**config.mk**
```make
export PLATFORM = sky130hd
export DESIGN_NAME = afs_frontend_top
export DESIGN_NICKNAME = d
export VERILOG_FILES = /design/src/logic/afs_pkg.sv /design/src/logic/afs_tick_if.sv /design/src/logic/afs_clkgen.sv /design/src/logic/afs_cic.sv /design/src/logic/afs_frontend_top.sv
export SDC_FILE = /design/constraint.sdc
export NUM_CORES = 2
export LEC_CHECK = 0
export BUFFER_PORTS_ARGS = -buffer_cell sky130_fd_sc_hd__buf_2
export CAP_MARGIN = 20
export CORE_MARGIN = 5
export CORE_UTILIZATION = 45
export DETAILED_ROUTE_END_ITERATION = 12
export GPL_ROUTABILITY_DRIVEN = 0
export SLEW_MARGIN = 20
export SYNTH_ARGS = -nofsm -noshare
export SYNTH_HDL_FRONTEND = slang
export SYNTH_SLANG_ARGS = --single-unit
```
**constraint.sdc**
```tcl
create_clock -name clk_in -period 109.5 [get_ports clk_in]
set_clock_uncertainty 0.1 [all_clocks]
set_input_delay 27.375 -clock clk_in [delete_from_list [all_inputs] [get_ports clk_in]]
set_output_delay 27.375 -clock clk_in [all_outputs]
set_load 0.02 [all_outputs]
```
**src/logic/afs_pkg.sv**
```systemverilog
// Shared constants and types of the converter serial and cascade port.
// Assumes clk_in is the master clock; every module except afs_dsp_model imports this package.
package afs_pkg;
  localparam int WORD_W = 16;
  localparam int CH_N = 6;
  localparam int CIC_ORDER = 3;
  localparam int CIC_DEC_LOG2 = 5;
  localparam int MOD_DIV = 8;
  localparam logic [2:0] MOD_LAST = 3'(MOD_DIV - 1);
  localparam int BASE_DIV = 256;
  localparam int DEFAULT_DIV = 2048;
  localparam logic [3:0] DEFAULT_LAST = 4'(DEFAULT_DIV / BASE_DIV - 1);
  localparam logic [1:0] SCK_SLOW_LAST = 2'h3;
  localparam logic [1:0] SCK_FAST_LAST = 2'h1;
  localparam logic [2:0] REG_MAIN = 3'h0;
  localparam logic [2:0] REG_RATE = 3'h1;
  localparam logic [2:0] REG_CHAN = 3'h2;
  localparam logic [2:0] REG_STAT = 3'h3;
  localparam int MAIN_DPS = 0;
  localparam int MAIN_MM = 1;
  localparam int MAIN_CASC = 2;
  localparam int MAIN_SRST = 7;
  localparam int RATE_DEC = 0;
  localparam int RATE_DIV = 2;
  localparam int RATE_SCK = 4;
  localparam int CW_FLAG = 15;
  localparam int CW_ADDR = 11;
  localparam int CW_REG = 8;
  localparam logic [7:0] MAIN_RST = 8'h00;
  localparam logic [7:0] RATE_RST = 8'h00;
  localparam logic [5:0] CHAN_RST = 6'h00;
  localparam logic [5:0] CHAN_ONE = 6'h01;
  localparam logic [4:0] IN_ARM = 5'h10;
  typedef enum logic [3:0] {
    OS_IDLE = 4'h1,
    OS_SYNC = 4'h2,
    OS_START = 4'h4,
    OS_SHIFT = 4'h8
  } afs_os_e;
endpackage

```
**src/logic/afs_tick_if.sv**
```systemverilog
// Timing strobes from the clock divider to the converter and serial logic.
// mod_tick and rise are one-cycle pulses on clk_in; dm_tick is a strobe that stays high at divider setting zero; sclk is a level.
`timescale 1ns/1ps
interface afs_tick_if;
  logic dm_tick;
  logic mod_tick;
  logic sclk;
  logic rise;
  modport src (output dm_tick, mod_tick, sclk, rise);
  modport dst (input dm_tick, mod_tick, sclk, rise);
endinterface

```
**src/logic/afs_clkgen.sv**
```systemverilog
// Divided master clock, modulator tick and serial clock generator.
// Assumes run_in is already synchronised to clk_in.
`timescale 1ns/1ps
module afs_clkgen
  import afs_pkg::*;
(
  input wire logic clk_in,
  input wire logic reset_in,
  input wire logic [1:0] div_in,
  input wire logic [1:0] sck_in,
  input wire logic run_in,
  afs_tick_if.src tick_out
);
  typedef struct packed {
    logic [1:0] dm_cnt;
    logic [2:0] mod_cnt;
    logic [1:0] sck_cnt;
    logic sclk;
    logic dm_tick;
    logic mod_tick;
    logic rise;
  } afs_clk_s;

  afs_clk_s q_ff;
  afs_clk_s nxt_q;
  logic [1:0] half_last;

  // Counters restart only from reset or a stopped enable, so chained parts agree in phase.
  always_comb
  begin
    nxt_q = q_ff;
    half_last = (sck_in == 2'h0) ? SCK_SLOW_LAST : SCK_FAST_LAST;
    nxt_q.dm_tick = 1'b0;
    nxt_q.mod_tick = 1'b0;
    nxt_q.rise = 1'b0;
    if (q_ff.dm_cnt >= div_in)
    begin
      nxt_q.dm_cnt = 2'h0;
      nxt_q.dm_tick = 1'b1;
    end
    else
      nxt_q.dm_cnt = q_ff.dm_cnt + 2'h1;
    if (q_ff.dm_tick)
    begin
      nxt_q.mod_cnt = q_ff.mod_cnt + 3'h1;
      nxt_q.mod_tick = (q_ff.mod_cnt == MOD_LAST);
      if (!run_in)
      begin
        nxt_q.sck_cnt = 2'h0;
        nxt_q.sclk = 1'b0;
      end
      else if (q_ff.sck_cnt >= half_last)
      begin
        nxt_q.sck_cnt = 2'h0;
        nxt_q.sclk = !q_ff.sclk;
        nxt_q.rise = !q_ff.sclk;
      end
      else
        nxt_q.sck_cnt = q_ff.sck_cnt + 2'h1;
    end
  end

  always_ff @(posedge clk_in or posedge reset_in)
  begin
    if (reset_in)
      q_ff <= '0;
    else
      q_ff <= nxt_q;
  end

  assign tick_out.dm_tick = q_ff.dm_tick;
  assign tick_out.mod_tick = q_ff.mod_tick;
  assign tick_out.sclk = q_ff.sclk;
  assign tick_out.rise = q_ff.rise;
endmodule

```
**src/logic/afs_cic.sv**
```systemverilog
// One third-order comb-integrator decimator for a one-bit modulator stream.
// Assumes bit_in is synchronised and tick_in.mod_tick marks each modulator bit.
`timescale 1ns/1ps
module afs_cic
  import afs_pkg::*;
#(
  parameter int DEC_LOG2 = CIC_DEC_LOG2,
  parameter int OUT_W = WORD_W
)
(
  input wire logic clk_in,
  input wire logic reset_in,
  afs_tick_if.dst tick_in,
  input wire logic bit_in,
  output logic [OUT_W-1:0] word_out,
  output logic done_out
);
  if (OUT_W != 1 + CIC_ORDER * DEC_LOG2)
  begin : g_bad_width
    $error("decimator width does not fit its order and factor");
  end

  typedef struct packed {
    logic [OUT_W-1:0] i1;
    logic [OUT_W-1:0] i2;
    logic [OUT_W-1:0] i3;
    logic [OUT_W-1:0] c1;
    logic [OUT_W-1:0] c2;
    logic [OUT_W-1:0] c3;
    logic [OUT_W-1:0] word;
    logic [DEC_LOG2-1:0] cnt;
    logic done;
  } afs_cic_s;

  afs_cic_s q_ff;
  afs_cic_s nxt_q;
  logic [OUT_W-1:0] y1;
  logic [OUT_W-1:0] y2;

  // Wrapping arithmetic is intended: the comb differences cancel the overflow.
  always_comb
  begin
    nxt_q = q_ff;
    y1 = q_ff.i3 - q_ff.c1;
    y2 = y1 - q_ff.c2;
    nxt_q.done = 1'b0;
    if (tick_in.mod_tick)
    begin
      nxt_q.i1 = q_ff.i1 + {{(OUT_W-1){1'b0}}, bit_in};
      nxt_q.i2 = q_ff.i2 + q_ff.i1;
      nxt_q.i3 = q_ff.i3 + q_ff.i2;
      nxt_q.cnt = q_ff.cnt + 1'b1;
      if (&q_ff.cnt)
      begin
        nxt_q.c1 = q_ff.i3;
        nxt_q.c2 = y1;
        nxt_q.c3 = y2;
        nxt_q.word = y2 - q_ff.c3;
        nxt_q.done = 1'b1;
      end
    end
  end

  always_ff @(posedge clk_in or posedge reset_in)
  begin
    if (reset_in)
      q_ff <= '0;
    else
      q_ff <= nxt_q;
  end

  assign word_out = q_ff.word;
  assign done_out = q_ff.done;
endmodule

```
**src/logic/afs_frontend_top.sv**
```systemverilog
// Serial port, cascade sequencing and rate control of a six-channel converter.
// Assumes clk_in is the master clock; pins and modulator bits are asynchronous.
//
// Implementation choices: the register offsets and the plain strobed port.
`timescale 1ns/1ps
// Contract
// - Every 16-bit word has a high frame pulse one bit before its MSB.
// - The device drives the serial clock that paces both directions.
// - Direct coupling: input words shift in together with output words.
// - Three-bit cascade count holds devices minus one, reset to zero.
// - Per channel the own word goes first, then upstream words forwarded.
// - One extra frame bit precedes each next channel after the cascade words.
// - Upstream output and frame feed this device's input and frame.
// - Equal reset and enable give equal serial clock frequency and phase.
// - Modulator rate is the divided clock over eight.
// - Decimation setting picks 64, 32, 16 or 8 kHz sample rates.
// - Clock divider setting lowers the divided master clock.
// - Third-order decimator, factor 32, at the divided clock over eight.
// - Control word with address zero is taken, else decremented and forwarded.
// - Mixed mode: input MSB flags control; output words carry MSB zero.
// - Frames run at divided clock over 2048 until the rate register is written.
module afs_frontend_top
  import afs_pkg::*;
(
  input wire logic clk_in,
  input wire logic reset_in,
  input wire logic port_enable_pin_in,
  input wire logic serial_in_in,
  input wire logic serial_in_frame_in,
  input wire logic [CH_N-1:0] mod_bits_in,
  output logic sclk_out,
  output logic serial_out_out,
  output logic serial_out_frame_out,
  input wire logic [2:0] reg_addr_in,
  input wire logic [7:0] reg_wdata_in,
  input wire logic reg_wr_in,
  input wire logic reg_rd_in,
  output logic [7:0] reg_rdata_out
);
  localparam int SYNC_W = CH_N + 3;

  typedef struct packed {
    logic [SYNC_W-1:0] s1;
    logic [SYNC_W-1:0] s2;
    afs_os_e os;
    logic [7:0] main;
    logic [7:0] rate;
    logic [CH_N-1:0] chan;
    logic rate_wr;
    logic [3:0] base_cnt;
    logic [2:0] ch;
    logic [2:0] fwd_left;
    logic [3:0] bit_cnt;
    logic [WORD_W-1:0] sh_out;
    logic sout;
    logic sframe;
    logic [4:0] in_cnt;
    logic [WORD_W-1:0] sh_in;
    logic [WORD_W-1:0] hold;
    logic [CH_N-1:0][WORD_W-1:0] samp;
    logic [7:0] rdata;
  } afs_st_s;

  afs_st_s st_ff;
  afs_st_s nxt_st;
  logic sin;
  logic sfr;
  logic en;
  logic [CH_N-1:0] mod_sync;
  logic [CH_N-1:0] cic_done;
  logic [WORD_W-1:0] cic_word [CH_N];
  logic base_tick;
  logic samp_tick;
  logic [3:0] base_last;
  logic [2:0] casc;
  logic dps;
  logic mm;
  logic ctl;
  logic wdone;
  logic [WORD_W-1:0] w;
  logic [WORD_W-1:0] word;
  logic [3:0] nxt_ch;

  afs_tick_if tick ();

  // Both the register port and incoming control words use this write decode.
  function automatic afs_st_s write_reg(afs_st_s s, logic [2:0] idx, logic [7:0] d);
    afs_st_s r;
    r = s;
    case (idx)
      REG_MAIN:
      begin
        if (d[MAIN_SRST])
        begin
          r.main = MAIN_RST;
          r.rate = RATE_RST;
          r.chan = CHAN_RST;
          r.rate_wr = 1'b0;
        end
        else
          r.main = d;
      end
      REG_RATE:
      begin
        r.rate = d;
        r.rate_wr = 1'b1;
      end
      REG_CHAN: r.chan = d[CH_N-1:0];
      default: r = s;
    endcase
    return r;
  endfunction

  // First enabled channel above the current one, with a found flag on top.
  function automatic logic [3:0] next_enabled(logic [CH_N-1:0] mask, logic [2:0] cur);
    logic [3:0] r;
    r = 4'h0;
    for (int i = CH_N - 1; i >= 0; i--)
    begin
      if (mask[i] && (i > int'(cur)))
        r = {1'b1, 3'(i)};
    end
    return r;
  endfunction

  afs_clkgen u_clkgen (
    .clk_in(clk_in),
    .reset_in(reset_in),
    .div_in(st_ff.rate[RATE_DIV+:2]),
    .sck_in(st_ff.rate[RATE_SCK+:2]),
    .run_in(en),
    .tick_out(tick)
  );

  for (genvar g = 0; g < CH_N; g++)
  begin : g_cic
    afs_cic u_cic (
      .clk_in(clk_in),
      .reset_in(reset_in),
      .tick_in(tick),
      .bit_in(mod_sync[g]),
      .word_out(cic_word[g]),
      .done_out(cic_done[g])
    );
  end

  assign sin = st_ff.s2[0];
  assign sfr = st_ff.s2[1];
  assign en = st_ff.s2[2];
  assign mod_sync = st_ff.s2[SYNC_W-1:3];
  assign base_tick = cic_done[0];
  assign casc = st_ff.main[MAIN_CASC+:3];
  assign dps = st_ff.main[MAIN_DPS];
  assign mm = st_ff.main[MAIN_MM];

  always_comb
  begin
    nxt_st = st_ff;
    nxt_st.s1 = {mod_bits_in, port_enable_pin_in, serial_in_frame_in, serial_in_in};
    nxt_st.s2 = st_ff.s1;
    nxt_st.rdata = 8'h00;
    wdone = 1'b0;
    ctl = 1'b0;
    w = {st_ff.sh_in[WORD_W-2:0], sin};
    nxt_ch = next_enabled(st_ff.chan | CHAN_ONE, st_ff.ch);
    word = st_ff.samp[st_ff.ch];
    if (dps && mm)
      word = {1'b0, st_ff.samp[st_ff.ch][WORD_W-1:1]};
    base_last = DEFAULT_LAST;
    if (st_ff.rate_wr)
      base_last = (4'h1 << st_ff.rate[RATE_DEC+:2]) - 4'h1;
    samp_tick = base_tick && (st_ff.base_cnt >= base_last);
    if (reg_rd_in)
    begin
      case (reg_addr_in)
        REG_MAIN: nxt_st.rdata = st_ff.main;
        REG_RATE: nxt_st.rdata = st_ff.rate;
        REG_CHAN: nxt_st.rdata = {2'h0, st_ff.chan};
        REG_STAT: nxt_st.rdata = {st_ff.rate_wr, st_ff.os == OS_IDLE, en, 2'h0, casc};
        default: nxt_st.rdata = 8'h00;
      endcase
    end
    if (reg_wr_in)
      nxt_st = write_reg(nxt_st, reg_addr_in, reg_wdata_in);
    // Input bits are taken at the rise that ends their bit period, which leaves room
    // for the pin synchroniser; the fastest serial clock still allows it.
    if (tick.rise)
    begin
      if (st_ff.in_cnt != 5'h0)
      begin
        nxt_st.sh_in = w;
        nxt_st.in_cnt = st_ff.in_cnt - 5'h1;
        wdone = (st_ff.in_cnt == 5'h1);
      end
      if (sfr && (st_ff.in_cnt <= 5'h1))
        nxt_st.in_cnt = IN_ARM;
    end
    if (wdone)
    begin
      ctl = !dps || (mm && w[CW_FLAG]);
      nxt_st.hold = w;
      if (ctl && (w[CW_ADDR+:3] == 3'h0))
        nxt_st = write_reg(nxt_st, w[CW_REG+:3], w[7:0]);
      else if (ctl)
        nxt_st.hold[CW_ADDR+:3] = w[CW_ADDR+:3] - 3'h1;
    end
    if (base_tick)
      nxt_st.base_cnt = samp_tick ? 4'h0 : st_ff.base_cnt + 4'h1;
    // A sample that falls inside a busy frame is dropped rather than torn.
    if (samp_tick && en && (st_ff.os == OS_IDLE))
    begin
      for (int c = 0; c < CH_N; c++)
        nxt_st.samp[c] = cic_word[c];
      nxt_st.os = OS_SYNC;
    end
    if (!en)
    begin
      nxt_st.os = OS_IDLE;
      nxt_st.sframe = 1'b0;
      nxt_st.sout = 1'b0;
      nxt_st.in_cnt = 5'h0;
    end
    else if (tick.rise)
    begin
      unique case (st_ff.os)
        OS_IDLE:
        begin
          nxt_st.sframe = 1'b0;
          nxt_st.sout = 1'b0;
        end
        OS_SYNC:
        begin
          nxt_st.sframe = 1'b1;
          nxt_st.sout = 1'b0;
          nxt_st.ch = 3'h0;
          nxt_st.os = OS_START;
        end
        OS_START:
        begin
          nxt_st.sout = word[WORD_W-1];
          nxt_st.sh_out = {word[WORD_W-2:0], 1'b0};
          nxt_st.bit_cnt = 4'hF;
          nxt_st.fwd_left = casc;
          nxt_st.sframe = 1'b0;
          nxt_st.os = OS_SHIFT;
        end
        OS_SHIFT:
        begin
          if (st_ff.bit_cnt != 4'h0)
          begin
            nxt_st.sout = st_ff.sh_out[WORD_W-1];
            nxt_st.sh_out = {st_ff.sh_out[WORD_W-2:0], 1'b0};
            nxt_st.bit_cnt = st_ff.bit_cnt - 4'h1;
            nxt_st.sframe = (st_ff.bit_cnt == 4'h1) && (st_ff.fwd_left != 3'h0);
          end
          else if (st_ff.fwd_left != 3'h0)
          begin
            word = wdone ? w : st_ff.hold;
            nxt_st.sout = word[WORD_W-1];
            nxt_st.sh_out = {word[WORD_W-2:0], 1'b0};
            nxt_st.bit_cnt = 4'hF;
            nxt_st.fwd_left = st_ff.fwd_left - 3'h1;
            nxt_st.sframe = 1'b0;
          end
          else if (nxt_ch[3])
          begin
            nxt_st.ch = nxt_ch[2:0];
            nxt_st.sframe = 1'b1;
            nxt_st.sout = 1'b0;
            nxt_st.os = OS_START;
          end
          else
          begin
            nxt_st.sframe = 1'b0;
            nxt_st.sout = 1'b0;
            nxt_st.os = OS_IDLE;
          end
        end
      endcase
    end
  end

  always_ff @(posedge clk_in or posedge reset_in)
  begin
    if (reset_in)
    begin
      st_ff <= '0;
      st_ff.os <= OS_IDLE;
    end
    else
      st_ff <= nxt_st;
  end

  assign sclk_out = tick.sclk;
  assign serial_out_out = st_ff.sout;
  assign serial_out_frame_out = st_ff.sframe;
  assign reg_rdata_out = st_ff.rdata;
endmodule

```
# Yosys cells after proc, flatten, opt, wreduce, memory -nomap -nowiden
# Index checks and enable logic that the tools add are counted.
dict set report op_classes {
  addsub 51
  n_lt_le_gt_ge 10
  eq_ne 13
  shifts 1
  mux 69
  reduce_logical 31
}
# operator count
set ops {}
lappend ops {{$mux 196} 2}
lappend ops {{$sub 16x16->16} 18}
lappend ops {{$add 16x16->16} 12}
lappend ops {{$add 16x1->16} 6}
lappend ops {{$mux 96} 1}
lappend ops {{$mux 78} 1}
lappend ops {{$mux 4} 13}
lappend ops {{$bmux 16 s3} 1}
lappend ops {{$mux 16} 3}
lappend ops {{$pmux 23 s2} 1}
lappend ops {{$mux 21} 2}
lappend ops {{$reduce_and 6->1} 6}
lappend ops {{$pmux 8 s2} 2}
lappend ops {{$pmux 8 s4} 1}
lappend ops {{$add 5x1->5 const B} 6}
lappend ops {{$mux 15} 2}
lappend ops {{$mux 28} 1}
lappend ops {{$mux 26} 1}
lappend ops {{$mux 8} 3}
lappend ops {{$pmux 6 s2} 2}
lappend ops {{$mux 23} 1}
lappend ops {{$mux 22} 1}
lappend ops {{$mux 3} 6}
lappend ops {{$mux 7} 2}
lappend ops {{41 further kinds} 81}
dict set report word_totals {
  reg_bits 932
  out_inout_bits 11
}

# Logic depth before layout (Yosys ltp)
dict set report logic_depth {
  ltp_word 15
  mapped_depth 27
}

# By module
# A second synthesis with hierarchy kept.
dict set report unflattened {
  hier_cells 6086
  area_unflattened_um2 58791.4
}
# module instances cells_per_inst area_per_inst_um2 seq_area_each_um2
set by_module_without_submodules {}
lappend by_module_without_submodules {{afs_cic at g_cic[0].u_cic ...} 3 852 7958.9 2952.8}
lappend by_module_without_submodules {afs_frontend_top 1 853 10247.3 5406.4}
lappend by_module_without_submodules {{afs_cic at g_cic[1].u_cic} 1 921 8303.0 2952.8}
lappend by_module_without_submodules {{afs_cic at g_cic[4].u_cic} 1 883 8036.5 2952.8}
lappend by_module_without_submodules {{afs_cic at g_cic[5].u_cic} 1 830 7812.5 2952.8}
lappend by_module_without_submodules {afs_clkgen 1 43 515.5 275.3}

# Worst setup path after synthesis
# No wires, ideal clock.
dict set report synth_timing {
  path_kind {input port to flip-flop}
  start {in reg_addr_in[0]}
  end {reg st_ff[193] in the netlist's numbering}
  arrival_ps 28696
  t_required_ps 109258
  slack_ps 80562
  path_stages 8
  n_path_buf 3
  path_cell_list {clkbuf_1 > nand2b_1 > or2_2 > clkbuf_1 > clkbuf_1 > nor3b_1 > a21oi_1 > o22ai_1}
}
# element line_no
set synth_rtl {}
lappend synth_rtl {{start: declaration} afs_frontend_top.sv:34} ;# input wire logic [2:0] reg_addr_in,
lappend synth_rtl {{end signal: assignment} afs_frontend_top.sv:291} ;# st_ff <= nxt_st;
lappend synth_rtl {{end: declaration} afs_frontend_top.sv:64} ;# afs_st_s st_ff;

==> results.cfg <==
[run_status]
run_status = complete, no violations

[setup_path]
worstPathMaxFanout = 117
crit_arrival_ns = 31.40
cp_data_required_time_ns = 110.11
worst_path_max_delay_cell = sky130_fd_sc_hd__buf_4
worst_path_dominant_cell_family = buffers and inverters
timing.critical_path.from_type = primary input
crit_path_max_incr_delay_ns = 0.87
timing.critical_path.cells = buf_2, inv_8, buf_4, buf_4, buf_6, buf_4
critical_path_depth = 6
path_class = primary input to async pin
end_kind = async pin
worst_path_most_repeated_cell = sky130_fd_sc_hd__buf_4
critPathBufInv = 6
worst_r2r_path_depth = 25

[clocking]
htree_levels = 3
clockRootBuffer = sky130_fd_sc_hd__clkbuf_16
clkSlewWorstSetupHoldPaths_ns = 0.05
clock_sink_count = 930
clock_latency_at_the_later_pin_of_the_worst_skew_pair_ns = 0.72
max-clock-path-buffers = 3
post_cts_resized = 0
cts_tree = yes
cts-buffers-inserted = 110
post_cts_buffers = 0
number_of_hold_buffers_added_after_cts = 0

[yosys]
postSynthCellCount = 6110
synth_top_cells_by_area = sky130_fd_sc_hd__dfrtp_1 41%, sky130_fd_sc_hd__ha_1 11%, sky130_fd_sc_hd__mux2_2 5.1%, sky130_fd_sc_hd__nand2_1 5.0%, sky130_fd_sc_hd__o21ai_0 4.7%
syn-mean-instance-area_sq_um = 9.38
post_synth_num_cell_types = 91
synth_top_cell_area_share_pct = 40.6
synth_top_area_cell = sky130_fd_sc_hd__dfrtp_1
mappedNetlistArea_sq_mm = 0.0573
synthArstFlopShare_pct = 100
ys_seq_elements = 930
count_of_flip_flops_with_a_built_in_enable_after_synthesis = 0
synth.cells.most_frequent = 929 x sky130_fd_sc_hd__dfrtp_1, 757 x sky130_fd_sc_hd__nand2_1, 533 x sky130_fd_sc_hd__o21ai_0
seq_area_frac_synth_pct = 40.6
synthMostInstantiatedCell = sky130_fd_sc_hd__dfrtp_1
synth_top_flop_cell = sky130_fd_sc_hd__dfrtp_1
postSynthNetCount = 6652
synth-warning-count = 0

[sta]
post-route-period-util_pct = 28.1
fin_crit_ns = 30.79
worst_max_slew_pin_slew_ns = 1.04
final_number_of_max_transition_violations = 0
setup_tns_ns = 0
grt_setup_unrepaired = false
final.setup.worst_slack_ns = 78.71
final_hold_fails = 0
setup_viol = 0
fmax_mhz = 32.5
relSlewSlack_pct = 29.8

[placed_design]
post-dp-hpwl_um = 82600
dpl_worst_slack_ns = 77.38
port_buffers = 34

[routing]
drt_iter0_drc = 2158
post_drt_wl_per_cell_um = 14.9
routed-via-count = 41800
drt-total-wl_um = 117000
viasPerCell = 5.32
dr.pass1.iters = 5
drc = 0
remaining_number_of_nets_flagged_by_the_antenna_check_after_routing = 0

[floorplan]
design.die.area_sq_mm = 0.135
placementRows = 131
die_x_um = 367
chipHeight_um = 367
starting_density_pct = 45.1
design.core.area_sq_mm = 0.127
top_level_i_o_count = 35

[grt]
global_route_wire_length_before_repair_um = 202000
initial_antenna_violation_count = 1
maximum_number_of_pins_on_one_net_before_global_route_repair = 161
globalRoute.totalOverflow = 0
grt_pass1_vias = 41200
grt_use_total_pct = 17.5

[hold_path]
min_path_type = flip-flop to flip-flop
worst_hold_path.num_cells = 0

[power]
power_per_cell_area_mw_per_mm2 = 32.2
p_comb_share_pct = 61.7
vdd_ir_drop_max_mv = 0.0281
internal_power_uw = 1160
seq_power_share_pct = 19.1
sw_frac_of_total_pct = 42.8
cellLeakagePower_uw = 0.0297
net-switching-power_uw = 869
clockPowerShare_pct = 19.2

[cells_and_area]
synthToLayoutAreaGrowth_pct = 10.0
multi_input_comb_area_sq_mm = 0.0313
final_net_count = 6636
utilization_pct = 49.6
drive_gt1_share_pct = 9.86
num-fill-cells = 11700
layout.area.seq_sq_mm = 0.0233

[flow_run]
timing.max_cap.violations = 0
-- cell usage in the layout (no fill, tap or decap), types with 30 or more instances in the layout --
cell type / count
sky130_fd_sc_hd__a21boi_0: 34
sky130_fd_sc_hd__a21o_1: 85
sky130_fd_sc_hd__a21oi_1: 305
sky130_fd_sc_hd__a31oi_1: 33
sky130_fd_sc_hd__and3_1: 48
sky130_fd_sc_hd__buf_2: 34
sky130_fd_sc_hd__buf_4: 36
sky130_fd_sc_hd__clkbuf_16: 111
sky130_fd_sc_hd__clkbuf_8: 30
sky130_fd_sc_hd__dfrtp_1: 927
sky130_fd_sc_hd__fa_1: 30
sky130_fd_sc_hd__ha_1: 488
sky130_fd_sc_hd__inv_1: 511
sky130_fd_sc_hd__mux2_2: 260
sky130_fd_sc_hd__mux2i_1: 58
sky130_fd_sc_hd__nand2_1: 757
sky130_fd_sc_hd__nand2b_1: 40
sky130_fd_sc_hd__nand3_1: 130
sky130_fd_sc_hd__nand4_1: 55
sky130_fd_sc_hd__nor2_1: 293
sky130_fd_sc_hd__nor2b_1: 63
sky130_fd_sc_hd__nor3_1: 124
sky130_fd_sc_hd__nor4_1: 34
sky130_fd_sc_hd__o211ai_1: 39
sky130_fd_sc_hd__o21a_1: 51
sky130_fd_sc_hd__o21ai_0: 533
sky130_fd_sc_hd__o21ai_1: 45
sky130_fd_sc_hd__o21bai_1: 44
sky130_fd_sc_hd__o31ai_1: 55
sky130_fd_sc_hd__or2_2: 33
sky130_fd_sc_hd__or3_1: 39
sky130_fd_sc_hd__xnor2_1: 300
sky130_fd_sc_hd__xor2_1: 135
-- area by class of cell --
class,instances,share of cell area (%)
antenna,1,0.00397
timing repair buffer,73,0.766
inverter,513,3.07
clock inverter,50,1.10
clock buffer,156,5.15
tap,1662,3.30
multi-input combinational,4466,49.7
sequential,930,36.9
-- stage by stage --
stage	cells	total power, uW	instance area (sq um)	hold WS, ns
floorplan	6110	1410	57300	0.231
global route	7850	2230	63000	0.264
global placement	7644	1640	59100	0.243
detailed placement	7644	1650	59100	0.237
CTS	7850	2060	63000	0.249
finish	7851	2030	63000	0.252
-- path summary, 6_finish.rpt --
path	startpoint	slack, ns	end
setup / recovery	reset_in	78.71	g_cic[4].u_cic.q_ff[116]
hold / removal	st_ff[212]	0.25	mod_sync[0]
setup reg to reg	g_cic[1].u_cic.q_ff[70]	103.86	g_cic[1].u_cic.word_out[15]
hold reg to reg	st_ff[212]	0.25	mod_sync[0]
max in group clk_in	u_clkgen.tick_out.sclk	80.78	sclk_out
min in group asynchronous	reset_in	26.71	reg_rdata_out[4]
-- state kept, by name, summed over array words and instances, names as in the netlist, 3 cells and up --
register              cells
casc                      3
g_cic.u_cic.q_ff        606
g_cic.u_cic.word_out     96
mod_sync                  6
reg_rdata_out             8
st_ff                   192
u_clkgen.q_ff             7
-- kinds of logic after synthesis --
family | after synthesis | synth area share [%]
adder cells (fa/ha/maj) | 518 | 11.7
buffers and inverters | 714 | 4.74
XOR/XNOR | 442 | 6.93
flip-flops | 930 | 40.6
AO/OA/AOI/OAI | 1479 | 16.1
multiplexers | 318 | 6.12
AND/OR/NAND/NOR | 1708 | 13.8
other | 1 | 0.00655
-- power by group through the flow --
stage	clock network, uW	registers [uW]	logic, uW
final	390	387	1250
after global routing	416	391	1430
after CTS	403	388	1270
after detailed placement	0	394	1260
after global placement	0	393	1250
after floorplan	0	385	1030
-- layer usage --
layer / global-route usage (%) / up-vias / part of all wire [%]
met5: 0 / - / 0
met4: 4.22 / 0 / 2.3
met3: 2.53 / 163 / 2.9
met2: 28.4 / 448 / 45
met1: 24.8 / 19800 / 50
li1: - / 21400 / -
No activity file was read; power rests on OpenSTA's default activity.
